**config.mk**
```make
export PLATFORM = sky130hd
export DESIGN_NAME = output_compare_pwm_channel
export DESIGN_NICKNAME = d
export VERILOG_FILES = /design/src/design/ocmp_pkg.sv /design/src/design/compare_event_detect.sv /design/src/design/fault_guard.sv /design/src/design/output_compare_pwm_channel.sv
export VERILOG_INCLUDE_DIRS = /design/src /design/src/design
export SDC_FILE = /design/constraint.sdc
export NUM_CORES = 1
export LEC_CHECK = 0
export ABC_AREA = 1
export ABC_CLOCK_PERIOD_IN_PS = 2300
export BUFFER_PORTS_ARGS = -buffer_cell sky130_fd_sc_hd__buf_4
export CAP_MARGIN = 5
export CORE_MARGIN = 5
export CORE_UTILIZATION = 25
export DETAILED_ROUTE_END_ITERATION = 7
export PLACE_DENSITY = 0.47
export SLEW_MARGIN = 25
export SYNTH_ARGS = -nofsm -noshare
export SYNTH_HDL_FRONTEND = slang
export SYNTH_SLANG_ARGS = --single-unit
```
**constraint.sdc**
```tcl
create_clock -name clk_sys -period 2.3 [get_ports clk_sys]
set_clock_uncertainty 0.15 [all_clocks]
set_input_delay 0.345 -clock clk_sys [delete_from_list [all_inputs] [get_ports clk_sys]]
set_output_delay 0.345 -clock clk_sys [all_outputs]
set_load 0.05 [all_outputs]
```
**src/design/ocmp_cfg.svh**
```systemverilog
// constants for the output compare channel: offsets, field positions, reset values
`ifndef OCMP_CFG_SVH
`define OCMP_CFG_SVH

`define OCMP_ADDR_W 2
`define OCMP_REG_SECONDARY 2'h0
`define OCMP_REG_PRIMARY 2'h1
`define OCMP_REG_CONTROL 2'h2
`define OCMP_REG_IRQ 2'h3

`define OCMP_CTL_MODE_LSB 0
`define OCMP_CTL_MODE_MSB 2
`define OCMP_CTL_TSEL_BIT 3
`define OCMP_CTL_FAULT_BIT 4
`define OCMP_CTL_SIDL_BIT 13

`define OCMP_IRQ_FLAG_BIT 0
`define OCMP_IRQ_EN_BIT 1

`define OCMP_CTL_RESET 16'h0000
`define OCMP_CMP_RESET 16'h0000
`define OCMP_MAX_CHANNELS 8
`define OCMP_OSC_PER_COUNT 4

`endif

```
**src/design/ocmp_pkg.sv**
```systemverilog
// types shared by the output compare channel
package ocmp_pkg;

  typedef enum logic [2:0] {
    MODE_OFF = 3'h0,
    MODE_FORCE_LOW = 3'h1,
    MODE_FORCE_HIGH = 3'h2,
    MODE_TOGGLE = 3'h3,
    MODE_SINGLE = 3'h4,
    MODE_CONT = 3'h5,
    MODE_PWM = 3'h6,
    MODE_PWM_FAULT = 3'h7
  } mode_t;

  typedef enum logic [1:0] {
    PS_IDLE = 2'h0,
    PS_WAIT = 2'h1,
    PS_PULSE = 2'h3,
    PS_DONE = 2'h2
  } pulse_state_t;

endpackage : ocmp_pkg

```
**src/design/compare_event_detect.sv**
```systemverilog
// timer selection and match detection for one compare channel
`timescale 1ns/1ns
module compare_event_detect #(
  parameter int TW = 16
) (
  // timer choice
  input wire logic sel,
  // first timer
  input wire logic [TW-1:0] first_count,
  input wire logic first_tick,
  // second timer
  input wire logic [TW-1:0] second_count,
  input wire logic second_tick,
  // compare values
  input wire logic [TW-1:0] primary_value,
  input wire logic [TW-1:0] secondary_value,
  // events
  output logic primary_hit,
  output logic secondary_hit,
  output logic boundary
);

  // a tick marks the cycle in which the count shows a freshly advanced value
  function automatic logic hit(input logic tick, input logic [TW-1:0] cnt, input logic [TW-1:0] val);
    hit = tick & (cnt == val);
  endfunction : hit

  wire logic [TW-1:0] count_sel;
  wire logic tick_sel;

  assign count_sel = sel ? second_count : first_count;
  assign tick_sel = sel ? second_tick : first_tick;
  assign primary_hit = hit(tick_sel, count_sel, primary_value);
  assign secondary_hit = hit(tick_sel, count_sel, secondary_value);
  // count back at zero after a period match: the period boundary
  assign boundary = hit(tick_sel, count_sel, {TW{1'b0}});

endmodule : compare_event_detect

```
**src/design/fault_guard.sv**
```systemverilog
// latched fault state for fault-protected pwm
`timescale 1ns/1ns
module fault_guard (
  // clock and reset
  input wire logic clk_sys,
  input wire logic rst_b,
  input wire logic clk_en,
  // control
  input wire logic armed,
  input wire logic rearm,
  input wire logic fault_input_pin,
  // state
  output logic fault_r
);

  wire logic fault_nxt;

  // a live fault beats a rearm write in the same cycle
  assign fault_nxt = (armed & ~fault_input_pin) ? 1'b1 :
                     (rearm & fault_input_pin) ? 1'b0 : fault_r;

  always_ff @(posedge clk_sys or negedge rst_b) begin
    if (!rst_b) begin
      fault_r <= 1'b0;
    end else if (clk_en) begin
      fault_r <= fault_nxt;
    end
  end

endmodule : fault_guard

```
**src/design/output_compare_pwm_channel.sv**
```systemverilog
// output compare / pwm channel with its control and compare registers
//
// Functional notes
// - one of up to eight channels, own control
// - control bit 3 picks timer, first default
// - modes 001/010/011 force low, high, toggle
// - wrap before match leaves the pin alone
// - mode 100 single pulse, 101 continuous pulses
// - primary match starts pulse, secondary ends it
// - single pulse re-armed only by writing 100
// - modes 110/111 pwm, buffered duty, primary read-only
// - mode 111 fault low tri-states the pin
// - control bit 4 shows a fault occurred
// - fault clears on removal plus mode rewrite
// - pwm period is (period+1) counts of timer
// - boundary sets pin, copies duty, flags timer
// - duty zero stays low, above period high
// - sleep holds the pin, resumes on wake
// - idle runs only with sidl and selected timer stop clear, timer on
// - non-pwm compare events set sticky flag
// - pwm never sets the compare flag
//
// The implementer's own choices: the register offsets and the address-and-strobe port.
`timescale 1ns/1ns
`include "ocmp_cfg.svh"
module output_compare_pwm_channel
  import ocmp_pkg::*;
#(
  parameter int CHANNEL_INDEX = 0,
  parameter int TW = 16
) (
  // clock and reset
  input wire logic clk_sys,
  input wire logic rst_b,
  input wire logic clk_en,
  // register port
  input wire logic [`OCMP_ADDR_W-1:0] reg_addr,
  input wire logic [15:0] reg_wdata,
  input wire logic reg_wr,
  input wire logic reg_rd,
  output logic [15:0] reg_rdata,
  // first timer
  input wire logic [TW-1:0] first_timer_count,
  input wire logic first_timer_tick,
  input wire logic first_timer_run_bit,
  input wire logic first_timer_idle_stop_bit,
  // second timer
  input wire logic [TW-1:0] second_timer_count,
  input wire logic second_timer_tick,
  input wire logic second_timer_run_bit,
  input wire logic second_timer_idle_stop_bit,
  // power state
  input wire logic cpu_idle,
  input wire logic cpu_sleep,
  // fault
  input wire logic fault_input_pin,
  // pin
  output logic compare_output_pin,
  output logic compare_output_oe,
  // interrupt requests
  output logic compare_irq,
  output logic first_timer_irq_set,
  output logic second_timer_irq_set
);

  // one channel per instance; the index only matters for the count limit
  if (CHANNEL_INDEX < 0 || CHANNEL_INDEX >= `OCMP_MAX_CHANNELS) begin : g_bad_index
    $error("channel index out of range");
  end
  if (TW < 2 || TW > 16) begin : g_bad_width
    $error("timer width must be 2 to 16");
  end

  // registers
  mode_t mode_r;
  logic tsel_r;
  logic sidl_r;
  logic [TW-1:0] primary_r;
  logic [TW-1:0] secondary_r;
  logic irq_flag_r;
  logic irq_en_r;
  pulse_state_t pstate_r;
  logic pin_r;
  logic oe_r;
  logic irq_r;
  logic t1_set_r;
  logic t2_set_r;
  logic [15:0] rdata_r;
  logic fault_r;

  // decode
  wire logic wr_ctl;
  wire logic wr_pri;
  wire logic wr_sec;
  wire logic wr_irq;
  wire mode_t wmode;
  wire logic is_pwm;
  wire logic is_dual;
  wire logic is_simple;
  wire logic wmode_pwm;
  wire logic wmode_pulse;

  // mode groups, asked of the mode in force and of the mode being written
  function automatic logic pulse_mode(input mode_t m);
    pulse_mode = (m == MODE_SINGLE) | (m == MODE_CONT);
  endfunction : pulse_mode

  function automatic logic pwm_mode(input mode_t m);
    pwm_mode = (m == MODE_PWM) | (m == MODE_PWM_FAULT);
  endfunction : pwm_mode

  assign wr_ctl = reg_wr & (reg_addr == `OCMP_REG_CONTROL);
  assign wr_pri = reg_wr & (reg_addr == `OCMP_REG_PRIMARY);
  assign wr_sec = reg_wr & (reg_addr == `OCMP_REG_SECONDARY);
  assign wr_irq = reg_wr & (reg_addr == `OCMP_REG_IRQ);
  assign wmode = mode_t'(reg_wdata[`OCMP_CTL_MODE_MSB:`OCMP_CTL_MODE_LSB]);
  assign is_pwm = pwm_mode(mode_r);
  assign is_dual = pulse_mode(mode_r);
  assign is_simple = (mode_r == MODE_FORCE_LOW) | (mode_r == MODE_FORCE_HIGH) | (mode_r == MODE_TOGGLE);
  assign wmode_pwm = pwm_mode(wmode);
  assign wmode_pulse = pulse_mode(wmode);

  // engine gating: sleep stops every match event, idle only with sidl and the selected timer's stop bit clear and that timer running
  wire logic sel_run;
  wire logic sel_timer_idle_stop_bit;
  wire logic engine_run;

  assign sel_run = tsel_r ? second_timer_run_bit : first_timer_run_bit;
  assign sel_timer_idle_stop_bit = tsel_r ? second_timer_idle_stop_bit : first_timer_idle_stop_bit;
  assign engine_run = clk_en & ~cpu_sleep
                      & ~(cpu_idle & (sidl_r | ~sel_run | sel_timer_idle_stop_bit));

  // events
  wire logic prim_hit;
  wire logic sec_hit;
  wire logic boundary;

  compare_event_detect #(
    .TW(TW)
  ) u_detect (
    .sel(tsel_r),
    .first_count(first_timer_count),
    .first_tick(first_timer_tick),
    .second_count(second_timer_count),
    .second_tick(second_timer_tick),
    .primary_value(primary_r),
    .secondary_value(secondary_r),
    .primary_hit(prim_hit),
    .secondary_hit(sec_hit),
    .boundary(boundary)
  );

  fault_guard u_fault (
    .clk_sys(clk_sys),
    .rst_b(rst_b),
    .clk_en(clk_en),
    .armed(mode_r == MODE_PWM_FAULT),
    .rearm(wr_ctl & wmode_pwm),
    .fault_input_pin(fault_input_pin),
    .fault_r(fault_r)
  );

  // match effects
  wire logic ev_simple;
  wire logic ev_start;
  wire logic ev_stop;
  wire logic ev_bound;
  wire logic cmp_event;
  wire logic ev_duty_end;

  // the timer wrapping short of the value simply never hits
  assign ev_simple = engine_run & is_simple & prim_hit;
  assign ev_start = engine_run & is_dual & (pstate_r == PS_WAIT) & prim_hit;
  assign ev_stop = engine_run & is_dual & (pstate_r == PS_PULSE) & sec_hit;
  assign ev_bound = engine_run & is_pwm & boundary;
  // duty match ends the high part; a same-cycle boundary is served first
  assign ev_duty_end = engine_run & is_pwm & prim_hit;
  assign cmp_event = ev_simple | ev_start | ev_stop;

  // pulse sequencer
  pulse_state_t pstate_nxt;

  always_comb begin
    pstate_nxt = pstate_r;
    if (wr_ctl) begin
      pstate_nxt = wmode_pulse ? PS_WAIT : PS_IDLE;
    end else begin
      unique case (pstate_r)
        PS_IDLE: pstate_nxt = PS_IDLE;
        PS_WAIT: begin
          if (ev_start) begin
            pstate_nxt = PS_PULSE;
          end
        end
        PS_PULSE: begin
          if (ev_stop) begin
            pstate_nxt = (mode_r == MODE_SINGLE) ? PS_DONE : PS_WAIT;
          end
        end
        PS_DONE: pstate_nxt = PS_DONE;
      endcase
    end
  end

  // pin level
  logic pin_nxt;

  always_comb begin
    pin_nxt = pin_r;
    if (wr_ctl) begin
      // entering a pulse mode or off starts low; other modes keep the level
      if ((wmode == MODE_OFF) | wmode_pulse) begin
        pin_nxt = 1'b0;
      end
    end else if (ev_simple) begin
      unique case (mode_r)
        MODE_FORCE_LOW: pin_nxt = 1'b0;
        MODE_FORCE_HIGH: pin_nxt = 1'b1;
        default: pin_nxt = ~pin_r;
      endcase
    end else if (ev_start) begin
      pin_nxt = 1'b1;
    end else if (ev_stop) begin
      pin_nxt = 1'b0;
    end else if (ev_bound) begin
      // new duty of zero keeps it low; above period it never hits, so stays high
      pin_nxt = (secondary_r != {TW{1'b0}});
    end else if (ev_duty_end) begin
      pin_nxt = 1'b0;
    end
  end

  // drive enable follows the mode that will be in force next cycle
  wire mode_t mode_nxt;
  wire logic oe_nxt;
  wire logic fault_block;

  assign mode_nxt = wr_ctl ? wmode : mode_r;
  // a latched fault still blocks in the rearm cycle, so the pin returns one cycle late
  assign fault_block = (mode_nxt == MODE_PWM_FAULT) & (fault_r | ~fault_input_pin);
  assign oe_nxt = (mode_nxt != MODE_OFF) & ~fault_block;

  // interrupt flag: a new event wins over a clearing write
  wire logic irq_flag_nxt;

  assign irq_flag_nxt = cmp_event | (wr_irq ? reg_wdata[`OCMP_IRQ_FLAG_BIT] & irq_flag_r : irq_flag_r);

  // read data
  wire logic [15:0] ctl_view;
  wire logic [15:0] rdata_nxt;

  assign ctl_view = {2'h0, sidl_r, 8'h00, fault_r, tsel_r, mode_r};
  assign rdata_nxt = (reg_addr == `OCMP_REG_SECONDARY) ? 16'(secondary_r) :
                     (reg_addr == `OCMP_REG_PRIMARY) ? 16'(primary_r) :
                     (reg_addr == `OCMP_REG_CONTROL) ? ctl_view :
                     {14'h0000, irq_en_r, irq_flag_r};

  // control, interrupt enable and secondary compare registers
  always_ff @(posedge clk_sys or negedge rst_b) begin
    if (!rst_b) begin
      mode_r <= MODE_OFF;
      tsel_r <= 1'b0;
      sidl_r <= 1'b0;
      irq_en_r <= 1'b0;
      secondary_r <= TW'(`OCMP_CMP_RESET);
    end else if (clk_en) begin
      if (wr_ctl) begin
        mode_r <= wmode;
        tsel_r <= reg_wdata[`OCMP_CTL_TSEL_BIT];
        sidl_r <= reg_wdata[`OCMP_CTL_SIDL_BIT];
      end
      if (wr_irq) begin
        irq_en_r <= reg_wdata[`OCMP_IRQ_EN_BIT];
      end
      if (wr_sec) begin
        secondary_r <= reg_wdata[TW-1:0];
      end
    end
  end

  // primary is software-written outside pwm, a duty latch inside it
  always_ff @(posedge clk_sys or negedge rst_b) begin
    if (!rst_b) begin
      primary_r <= TW'(`OCMP_CMP_RESET);
    end else if (clk_en) begin
      if (ev_bound) begin
        primary_r <= secondary_r;
      end else if (wr_pri & ~is_pwm) begin
        primary_r <= reg_wdata[TW-1:0];
      end
    end
  end

  // engine state and pin
  always_ff @(posedge clk_sys or negedge rst_b) begin
    if (!rst_b) begin
      pstate_r <= PS_IDLE;
      pin_r <= 1'b0;
      oe_r <= 1'b0;
      irq_flag_r <= 1'b0;
    end else if (clk_en) begin
      pstate_r <= pstate_nxt;
      pin_r <= pin_nxt;
      oe_r <= oe_nxt;
      irq_flag_r <= irq_flag_nxt;
    end
  end

  // registered outputs
  always_ff @(posedge clk_sys or negedge rst_b) begin
    if (!rst_b) begin
      irq_r <= 1'b0;
      t1_set_r <= 1'b0;
      t2_set_r <= 1'b0;
      rdata_r <= 16'h0000;
    end else if (clk_en) begin
      irq_r <= irq_flag_nxt & (wr_irq ? reg_wdata[`OCMP_IRQ_EN_BIT] : irq_en_r);
      t1_set_r <= ev_bound & ~tsel_r;
      t2_set_r <= ev_bound & tsel_r;
      if (reg_rd) begin
        rdata_r <= rdata_nxt;
      end
    end
  end

  assign compare_output_pin = pin_r;
  assign compare_output_oe = oe_r;
  assign compare_irq = irq_r;
  assign first_timer_irq_set = t1_set_r;
  assign second_timer_irq_set = t2_set_r;
  assign reg_rdata = rdata_r;

endmodule : output_compare_pwm_channel

```
==> impl_metrics.toml, run 1 <==
[worst_setup_path]
reg2reg_to = "primary_r[8]"
cp.required_ps = 2380
critPathMaxStageDelay_ps = 410
worstSetupPathType = "flip-flop to flip-flop"
setup.worst_path.start_class = "flip-flop"
path_cells = "inv_2, buf_12, nand2_1, nand2_1, nand4_1, nor2_2, nand4_4, inv_2, o21ai_2, buf_12, nor2_1, a21oi_2"
cp_num_buf_inv = 4
crit_family = "simple AND/OR/NAND/NOR gates"
critPathSlowestCell = "dfrtp_1"
endpoint_kind = "flip-flop"
cp-endpoint = "primary_r[8]"
setup.worst_path.start = "tsel_r"
r2r_cells = 12
path_depth = 12
r2r_start = "tsel_r"
arrival_ps = 2240
cp_max_fo = 18
ff2ff_setup_slack_ps = 140

[sta]
slew_violations = 0
fmax_mhz = 463.6
min_period_ps = 2157
setup_violations = 0
relSlewSlack_pct = 71.68
worst_pin_slew_ps = 423.2
finalCritPeriodShare_pct = 93.79
finalHoldViolations = 0
rsz0062_at_grt = "true"

[logic_synthesis]
syn_area_mm2 = 0.004343
yosys-top-cells-area = "dfrtp_1 (36%), nand2_1 (20%), nor2_1 (8.2%)"
synth_largest_area_cell = "dfrtp_1"
synth_most_common_cell = "nand2_1"
synthFlopType = "dfrtp_1"
synth_top_area_share_pct = 36.30
postSynthAreaPerCell_um2 = 6.322
ys_ff_latch = 63
ys_types = 30
ys_seq_area_share_pct = 36.30
synth_edf_count = 0
ys_async_sr_fraction_pct = 100.0
netlist_instances = 687
synth_fp_nets = 751
yosys-top-cells-count = "nand2_1 (227), nor2_1 (95), inv_1 (81), dfrtp_1 (63), a21oi_1 (47)"
ys_warn_count = 0

[cells_and_area]
final_util_pct = 33.10
layout-drive-gt1-share_pct = 20.61
multi_input_area_mm2 = 0.002346
n_fill_cell = 1938
area_growth_pct = 30.91
final_nets = 845
antenna_cells = 0
regArea_mm2 = 0.001577
fin_cells = 1011

[job]
drv_cap = 0

[floorplanning]
dieWidth_um = 141.8
dieArea_mm2 = 0.02011
ios = 85
die_h_um = 141.8
row_count = 48
initial_utilization_pct = 25.28
core_area_mm2 = 0.01718

[cts]
cts_tree = "built"
clk_pin_slew_ps = 60
htreeDepth = 3
clk_latency_ps = 340
cts.path.max_buffers = 2
cts_made_buffers = 9
root_buffer = "clkbuf_16"
cts.sinks = 63

[pwr]
finalPower_mw = 4.538
leakage_nw = 3.008
peakVddDrop_mv = 0.3478
power_density_mw_per_mm2 = 798.2

[route]
drt-initial-drc-count = 305
viasPerCell = 4.530
wirelength_um = 15540
wl_per_cell_um = 15.37
firstDrtPassIters = 7
drc = 0
vias = 4580
antenna_left = 0

[place]
io_buffers = 84
dp_hpwl_um = 12050
dp.cells = 993
routabilityCongestion = 0.8649

[status]
status = "completed"

[grt]
grt_pass1_vias = 4514
grt_pass1_wl_um = 24580
antenna_found_initial = 0
grt_use_total_pct = 15.70
grt_start_max_net_pins = 64
grt_remaining_overflow = 0

[worst_hold_path]
min_path_type = "primary input to flip-flop"
-- how the worst min path moves through the flow --
| stage | from | endpoint | slack, ps | depth (start not counted) |
|---|---|---|---|---|
| 5_1_grt | reg_wdata[13] | sidl_r | 120 | 3 |
| 4_1_cts | reg_wdata[13] | sidl_r | 80 | 3 |
| 3_5_place_dp | rst_b | reg_rdata[2] | 240 | 2 |
| 6_report | reg_wdata[13] | sidl_r | 100 | 3 |
| 2_1_floorplan | rst_b | async pin | -100 | 0 |
| 3_3_place_gp | rst_b | reg_rdata[2] | 240 | 2 |
-- kinds of logic (layout without fill, tap and decap cells) --
family	after synthesis	after routing	share of synthesized area [%]
simple gates	396	396	37.48
flops	63	63	36.30
buf+inv	110	209	10.54
xor+xnor	1	1	0.2017
compound gates	117	117	15.47
-- metal layers --
layer | up-vias | GRT usage (%) | part of all wire, %
li1 | 2382 | - | -
met1 | 2090 | 21.68 | 49
met2 | 91 | 24.56 | 44
met3 | 17 | 3.573 | 4.8
met4 | 0 | 4.545 | 1.7
met5 | - | 0 | 0
-- report_power, final --
| group | switching, mW | internal [mW] |
|---|---|---|
| combinational | 1.07 | 0.567 |
| clock | 0.522 | 0.861 |
| sequential | 0.189 | 1.32 |
-- what timing repair did --
item / CTS / global route
resized for setup: 0 / 20
hold buffers: 1 / 0
setup endpoints to repair: 0 / 21
buffers inserted: 0 / 1
hold endpoints to repair: 63 / 0
-- metrics by stage --
step	hold slack (ps)	setup TNS (ps)	worst slack, ps	area [um^2]
detailed placement	241.6	0	51.24	5308
global placement	238.6	0	55.00	5308
global route	117.1	-82.72	-24.16	5685
floorplan	-100.6	0	373.2	4343
finish	97.68	0	142.9	5685
CTS	83.89	0	41.27	5617
-- layout make-up --
class	count	area share, %
clock inverter	6	1.056
tap	225	4.952
multi-input combinational	514	41.26
sequential	63	27.73
timing repair buffer	105	14.99
inverter	88	5.810
clock buffer	10	4.203
-- layout by cell type, fill, tap and decap left out, types with 2 or more instances in the layout --
cell type	netlist	routed
nand2_1	227	217
buf_4	4	97
nor2_1	95	92
inv_1	81	81
dfrtp_1	63	63
a21oi_1	47	47
nand3_1	45	45
o21ai_0	21	21
o21ai_1	20	20
a21oi_2	16	16
nand4_1	13	13
nand2_2	1	11
clkbuf_16	0	9
inv_2	6	6
nor2_2	4	6
o22ai_1	5	5
o211ai_1	5	5
nor4_1	4	4
buf_12	0	4
nor3_1	3	3
clkinv_2	0	3
buf_6	3	3
clkinvlp_4	0	2
-- worst register-to-register path: cells and delay by family, from the launching register on --
kind	cells	cell delay, ps
DFF	1	410
and+or+nand+nor	6	800
AOI/OAI and AO/OA	2	150
buffers and inverters	4	530
-- flip-flops by register name, indices dropped and copies added, names as in the netlist, named ones only --
signal / cells
primary_r: 16
pstate_r: 1
u_fault.fault_r: 1
secondary_r: 16
compare_output_oe: 1
second_timer_irq_set: 1
mode_r: 3
reg_rdata: 16
compare_output_pin: 1
compare_irq: 1
sidl_r: 1
first_timer_irq_set: 1
irq_en_r: 1
irq_flag_r: 1
tsel_r: 1
Note: power is estimated with default switching activity, not from simulation.
==> run 2: changes to the inputs <==
Settings changed: CELL_PAD_IN_SITES_DETAIL_PLACEMENT set to 1, CELL_PAD_IN_SITES_GLOBAL_PLACEMENT set to 2, PLACE_DENSITY 0.47 to 0.75.
==> impl_metrics.toml, run 2 (synthesis gave the netlist of run 1 again) <==
[status]
status = "finished with violations"
violations = "negative hold slack, negative setup slack"

[floorplanning]
ios = 85
row_count = 48
dieArea_mm2 = 0.02011
core_area_mm2 = 0.01718
die_h_um = 141.8
dieWidth_um = 141.8
initial_utilization_pct = 25.28

[sta]
worst_pin_slew_ps = 873.6
relSlewSlack_pct = 41.76
fmax_mhz = 429.6
hold_slack_ps = -33.69
rsz0062_at_grt = "true"
min_period_ps = 2328
setup_slack_ps = -27.66
finalCritPeriodShare_pct = 101.2
slew_violations = 0
setup_violations = 11
finalHoldViolations = 25

[cells_and_area]
final_common_cell = "nand2_1"
area_growth_pct = 46.50
antenna_cells = 0
final_nets = 860
layout-drive-gt1-share_pct = 31.46
final_cell_mix = "nand2_1 (176), buf_4 (103), inv_1 (81), nor2_1 (68), dfrtp_1 (62)"
n_fill_cell = 2187
fin_cells = 1026
final_util_pct = 37.04

[route]
wl_per_cell_um = 18.11
wirelength_um = 18580
antenna_left = 0
drt-initial-drc-count = 305
vias = 5004
viasPerCell = 4.877
drc = 0
firstDrtPassIters = 4

[place]
routabilityCongestion = 0.9182
pre_cts_ws_ps = 36.43
io_buffers = 84
dp.cells = 993
dp_hpwl_um = 13290

[worst_setup_path]
endpoint_kind = "flip-flop"
cp.required_ps = 2420
worstSetupPathType = "flip-flop to flip-flop"
cp_max_fo = 17
arrival_ps = 2450
setup.worst_path.start_class = "flip-flop"

[grt]
grt_use_total_pct = 17.44
grt_pass1_vias = 5146
antenna_found_initial = 0
grt.busiest_layer = "met2"
use_met2_pct = 29.66
groute.layer.met1.usage_pct = 23.14
grt_start_max_net_pins = 64
grt_pass1_wl_um = 27530
grt_remaining_overflow = 0
use_met3_pct = 2.966

[pwr]
peakVddDrop_mv = 0.3127
power_density_mw_per_mm2 = 809.2
finalPower_mw = 5.148
leakage_nw = 3.240

[worst_hold_path]
min_path_type = "primary input to async pin"

[cts]
htreeDepth = 3
root_buffer = "clkbuf_16"
clk_pin_slew_ps = 60
cts.path.max_buffers = 2
cts_tree = "built"
cts.sinks = 63
cts_made_buffers = 9
clk_latency_ps = 340

[job]
drv_cap = 0
[run 2: cell count changes in the layout (fill, tap and decap cells not counted), sizes merged]
cell | previous run | this run
dlygate4sd3 | 1 | 0
bufinv | 1 | 3
clkbuf | 10 | 17
clkinv | 4 | 2
inv | 87 | 86
clkinvlp | 2 | 0
buf | 104 | 116
[run 2: final timing paths]
check	startpoint	endpoint	slack, ps	cells after the start
max in group asynchronous	rst_b	tsel_r	1400	1
min reg2reg	compare_irq	compare_irq	330	2
max reg2reg	tsel_r	primary_r[2]	-30	12
max	tsel_r	primary_r[2]	-30	12
min in group clk_sys	reg_wdata[13]	sidl_r	100	3
min	rst_b	reg_rdata[5]	-30	1
[run 2: power by group]
group	internal, mW	switching [mW]	total, mW	leakage, nW
logic	0.730	1.28	2.01	2.36
clock network	1.09	0.515	1.61	0.164
registers	1.32	0.212	1.54	0.716
total	3.14	2.00	5.15	3.24
[run 2: worst max-delay path, cell delays in order, from the launching register on]
cell and delay, ps:
dfrtp_2 450, clkinv_4 110, buf_12 130, buf_12 130, nand2_4 60, nand2_2 70
nand4_1 140, nor2_2 180, nand4_4 170, clkbuf_16 240, o21ai_1 260, nor2_4 70
a21oi_2 100
[run 2: per-stage QoR]
stage | cell area (um^2) | setup TNS [ps]
after global routing | 6362 | -1683
after CTS | 5660 | 0
after floorplan | 4343 | 0
final | 6362 | -107.8
after detailed placement | 5320 | 0
after global placement | 5320 | 0
[run 2: repair_timing]
item,4_1_cts,5_1_grt
gates resized for setup,0,143
setup endpoints to repair,0,21
endpoints found under the hold margin,0,0
buffers inserted,0,13
hold buffers,0,0
[run 2: metal layers]
layer,part of all wire (%),vias up
met5,0,-
met4,1.5,0
met3,4.1,20
met2,49,112
met1,45,2459
li1,-,2413
[run 2: area by class of cell]
| type | count | area [um^2] | share of cell area (%) |
|---|---|---|---|
| tap | 225 | 281.5 | 4.425 |
| multi-input combinational | 514 | 2738 | 43.03 |
| sequential | 63 | 1578 | 24.80 |
| clock buffer | 13 | 250.2 | 3.933 |
| timing repair buffer | 120 | 1090 | 17.13 |
| clock inverter | 3 | 90.09 | 1.416 |
| inverter | 88 | 335.3 | 5.270 |
==> run 3: changes to the inputs <==
Settings changed: CAP_MARGIN 5 to 25, CORE_UTILIZATION 25 to 29, PLACE_DENSITY 0.75 to 0.84.
==> impl_metrics.toml, run 3 (synthesis gave the netlist of run 1 again) <==
[grt]
antenna_found_initial = 0
grt_use_total_pct = 19.33
grt_pass1_wl_um = 27300
grt_remaining_overflow = 0
grt_pass1_vias = 5120
grt_start_max_net_pins = 64

[route]
firstDrtPassIters = 4
wl_per_cell_um = 17.85
antenna_left = 0
wirelength_um = 17300
drt-initial-drc-count = 218
vias = 4831
viasPerCell = 4.986
drc = 0

[sta]
worst_pin_slew_ps = 885.6
relSlewSlack_pct = 40.96
setup_violations = 0
finalCritPeriodShare_pct = 96.52
rsz0062_at_grt = "true"
fmax_mhz = 450.4
final.setup.tns_ps = 0
slew_violations = 0
finalHoldViolations = 28
min_period_ps = 2220
hold_slack_ps = -46.05

[cts]
cts.sinks = 63
htreeDepth = 3
clk_latency_ps = 340
cts_made_buffers = 9
cts_tree = "built"
root_buffer = "clkbuf_16"
postCtsHoldBufs = 0
clk_pin_slew_ps = 60
cts.path.max_buffers = 2

[floorplanning]
dieArea_mm2 = 0.01752
ios = 85
row_count = 44
dieWidth_um = 132.4
die_h_um = 132.4
initial_utilization_pct = 29.77
core_area_mm2 = 0.01459

[cells_and_area]
final_common_cell = "nand2_1"
final_util_pct = 39.42
final_cell_mix = "nand2_1 (210), buf_4 (94), nor2_1 (90), inv_1 (81), dfrtp_1 (62)"
n_fill_cell = 1874
final_nets = 844
antenna_cells = 0
area_growth_pct = 32.41
layout-drive-gt1-share_pct = 21.78

[job]
drv_cap = 0

[place]
io_buffers = 84
dp_hpwl_um = 13020
routabilityCongestion = 0.8485

[worst_setup_path]
path_cells = "clkinv_4, buf_12, nand2_1, nand2_1, nand4_1, nor2_2, nand4_4, inv_2, o21ai_4, clkbuf_16, nor2_1, a21oi_2"
worstSetupPathType = "flip-flop to flip-flop"
r2r_cells = 12
endpoint_kind = "flip-flop"
cp.required_ps = 2380
arrival_ps = 2300
r2r_start = "tsel_r"
path_depth = 12
critPathMaxStageDelay_ps = 440
reg2reg_to = "primary_r[8]"
ff2ff_setup_slack_ps = 80
crit_family = "simple AND/OR/NAND/NOR gates"
cp_num_buf_inv = 4
setup.worst_path.start = "tsel_r"
cp_common_cell = "nand2_1"
cp-endpoint = "primary_r[8]"
setup.worst_path.start_class = "flip-flop"
critPathSlowestCell = "dfrtp_2"
cp_max_fo = 18

[status]
violations = "negative hold slack"
status = "finished with violations"

[pwr]
power_density_mw_per_mm2 = 829.9
peakVddDrop_mv = 0.3876
leakage_nw = 3.047

[worst_hold_path]
min_path_type = "primary input to async pin"
-- run 3: power breakdown --
part / leakage (nW) / total (mW) / internal, mW / switching (mW)
registers: 0.716 / 1.52 / 1.33 / 0.191
logic: 2.17 / 1.74 / 0.590 / 1.15
clock network: 0.160 / 1.52 / 1.01 / 0.513
-- run 3: worst min path at each step --
stage / from / end / slack (ps) / depth (start not counted)
after floorplan: rst_b / async pin / -100 / 0
after global placement: compare_irq / compare_irq / 320 / 2
after detailed placement: reg_rdata[13] / reg_rdata[13] / 330 / 2
after CTS: rst_b / primary_r[6] / 3 / 1
after global routing: rst_b / secondary_r[5] / 50 / 1
final: rst_b / primary_r[5] / -50 / 1
-- run 3: metrics by stage --
| stage | hold WS (ps) | power [mW] | instances | worst slack [ps] | area (um^2) |
|---|---|---|---|---|---|
| 2_1_floorplan | -100.6 | 2.567 | 687 | 373.2 | 4343 |
| 3_3_place_gp | 320.8 | 3.130 | 947 | 111.0 | 5219 |
| 3_5_place_dp | 333.0 | 3.182 | 947 | 7.162 | 5219 |
| 4_1_cts | 3.193 | 4.716 | 963 | 2.123 | 5544 |
| 5_1_grt | 48.64 | 5.074 | 969 | -73.02 | 5751 |
| 6_report | -46.05 | 4.772 | 969 | 79.93 | 5751 |
-- run 3: repair_timing --
action,4_1_cts,5_1_grt
setup buffers,0,2
gates resized for setup,0,35
setup endpoints to repair,0,21
-- run 3: worst register-to-register path, delay by kind of cell (launching register included) --
| kind | cells | cell delay [ps] |
|---|---|---|
| buffers and inverters | 4 | 550 |
| AND/OR/NAND/NOR | 6 | 840 |
| AO/OA/AOI/OAI | 2 | 140 |
| flip-flops | 1 | 440 |
-- run 3: per-layer routing --
layer  global-route usage (%)  part of all wire, %
met2                    32.40                   48
met1                    25.06                   46
met5                        0                    0
met3                    4.389                  4.6
met4                    5.147                  2.2
-- run 3: final cells by class --
| class | instances | area, um^2 | share of cell area [%] |
|---|---|---|---|
| multi-input combinational | 514 | 2385 | 41.47 |
| sequential | 63 | 1578 | 27.44 |
| timing repair buffer | 104 | 894.6 | 15.56 |
| inverter | 88 | 337.8 | 5.875 |
| clock buffer | 13 | 260.3 | 4.526 |
| tap | 184 | 230.2 | 4.003 |
| clock inverter | 3 | 65.06 | 1.131 |
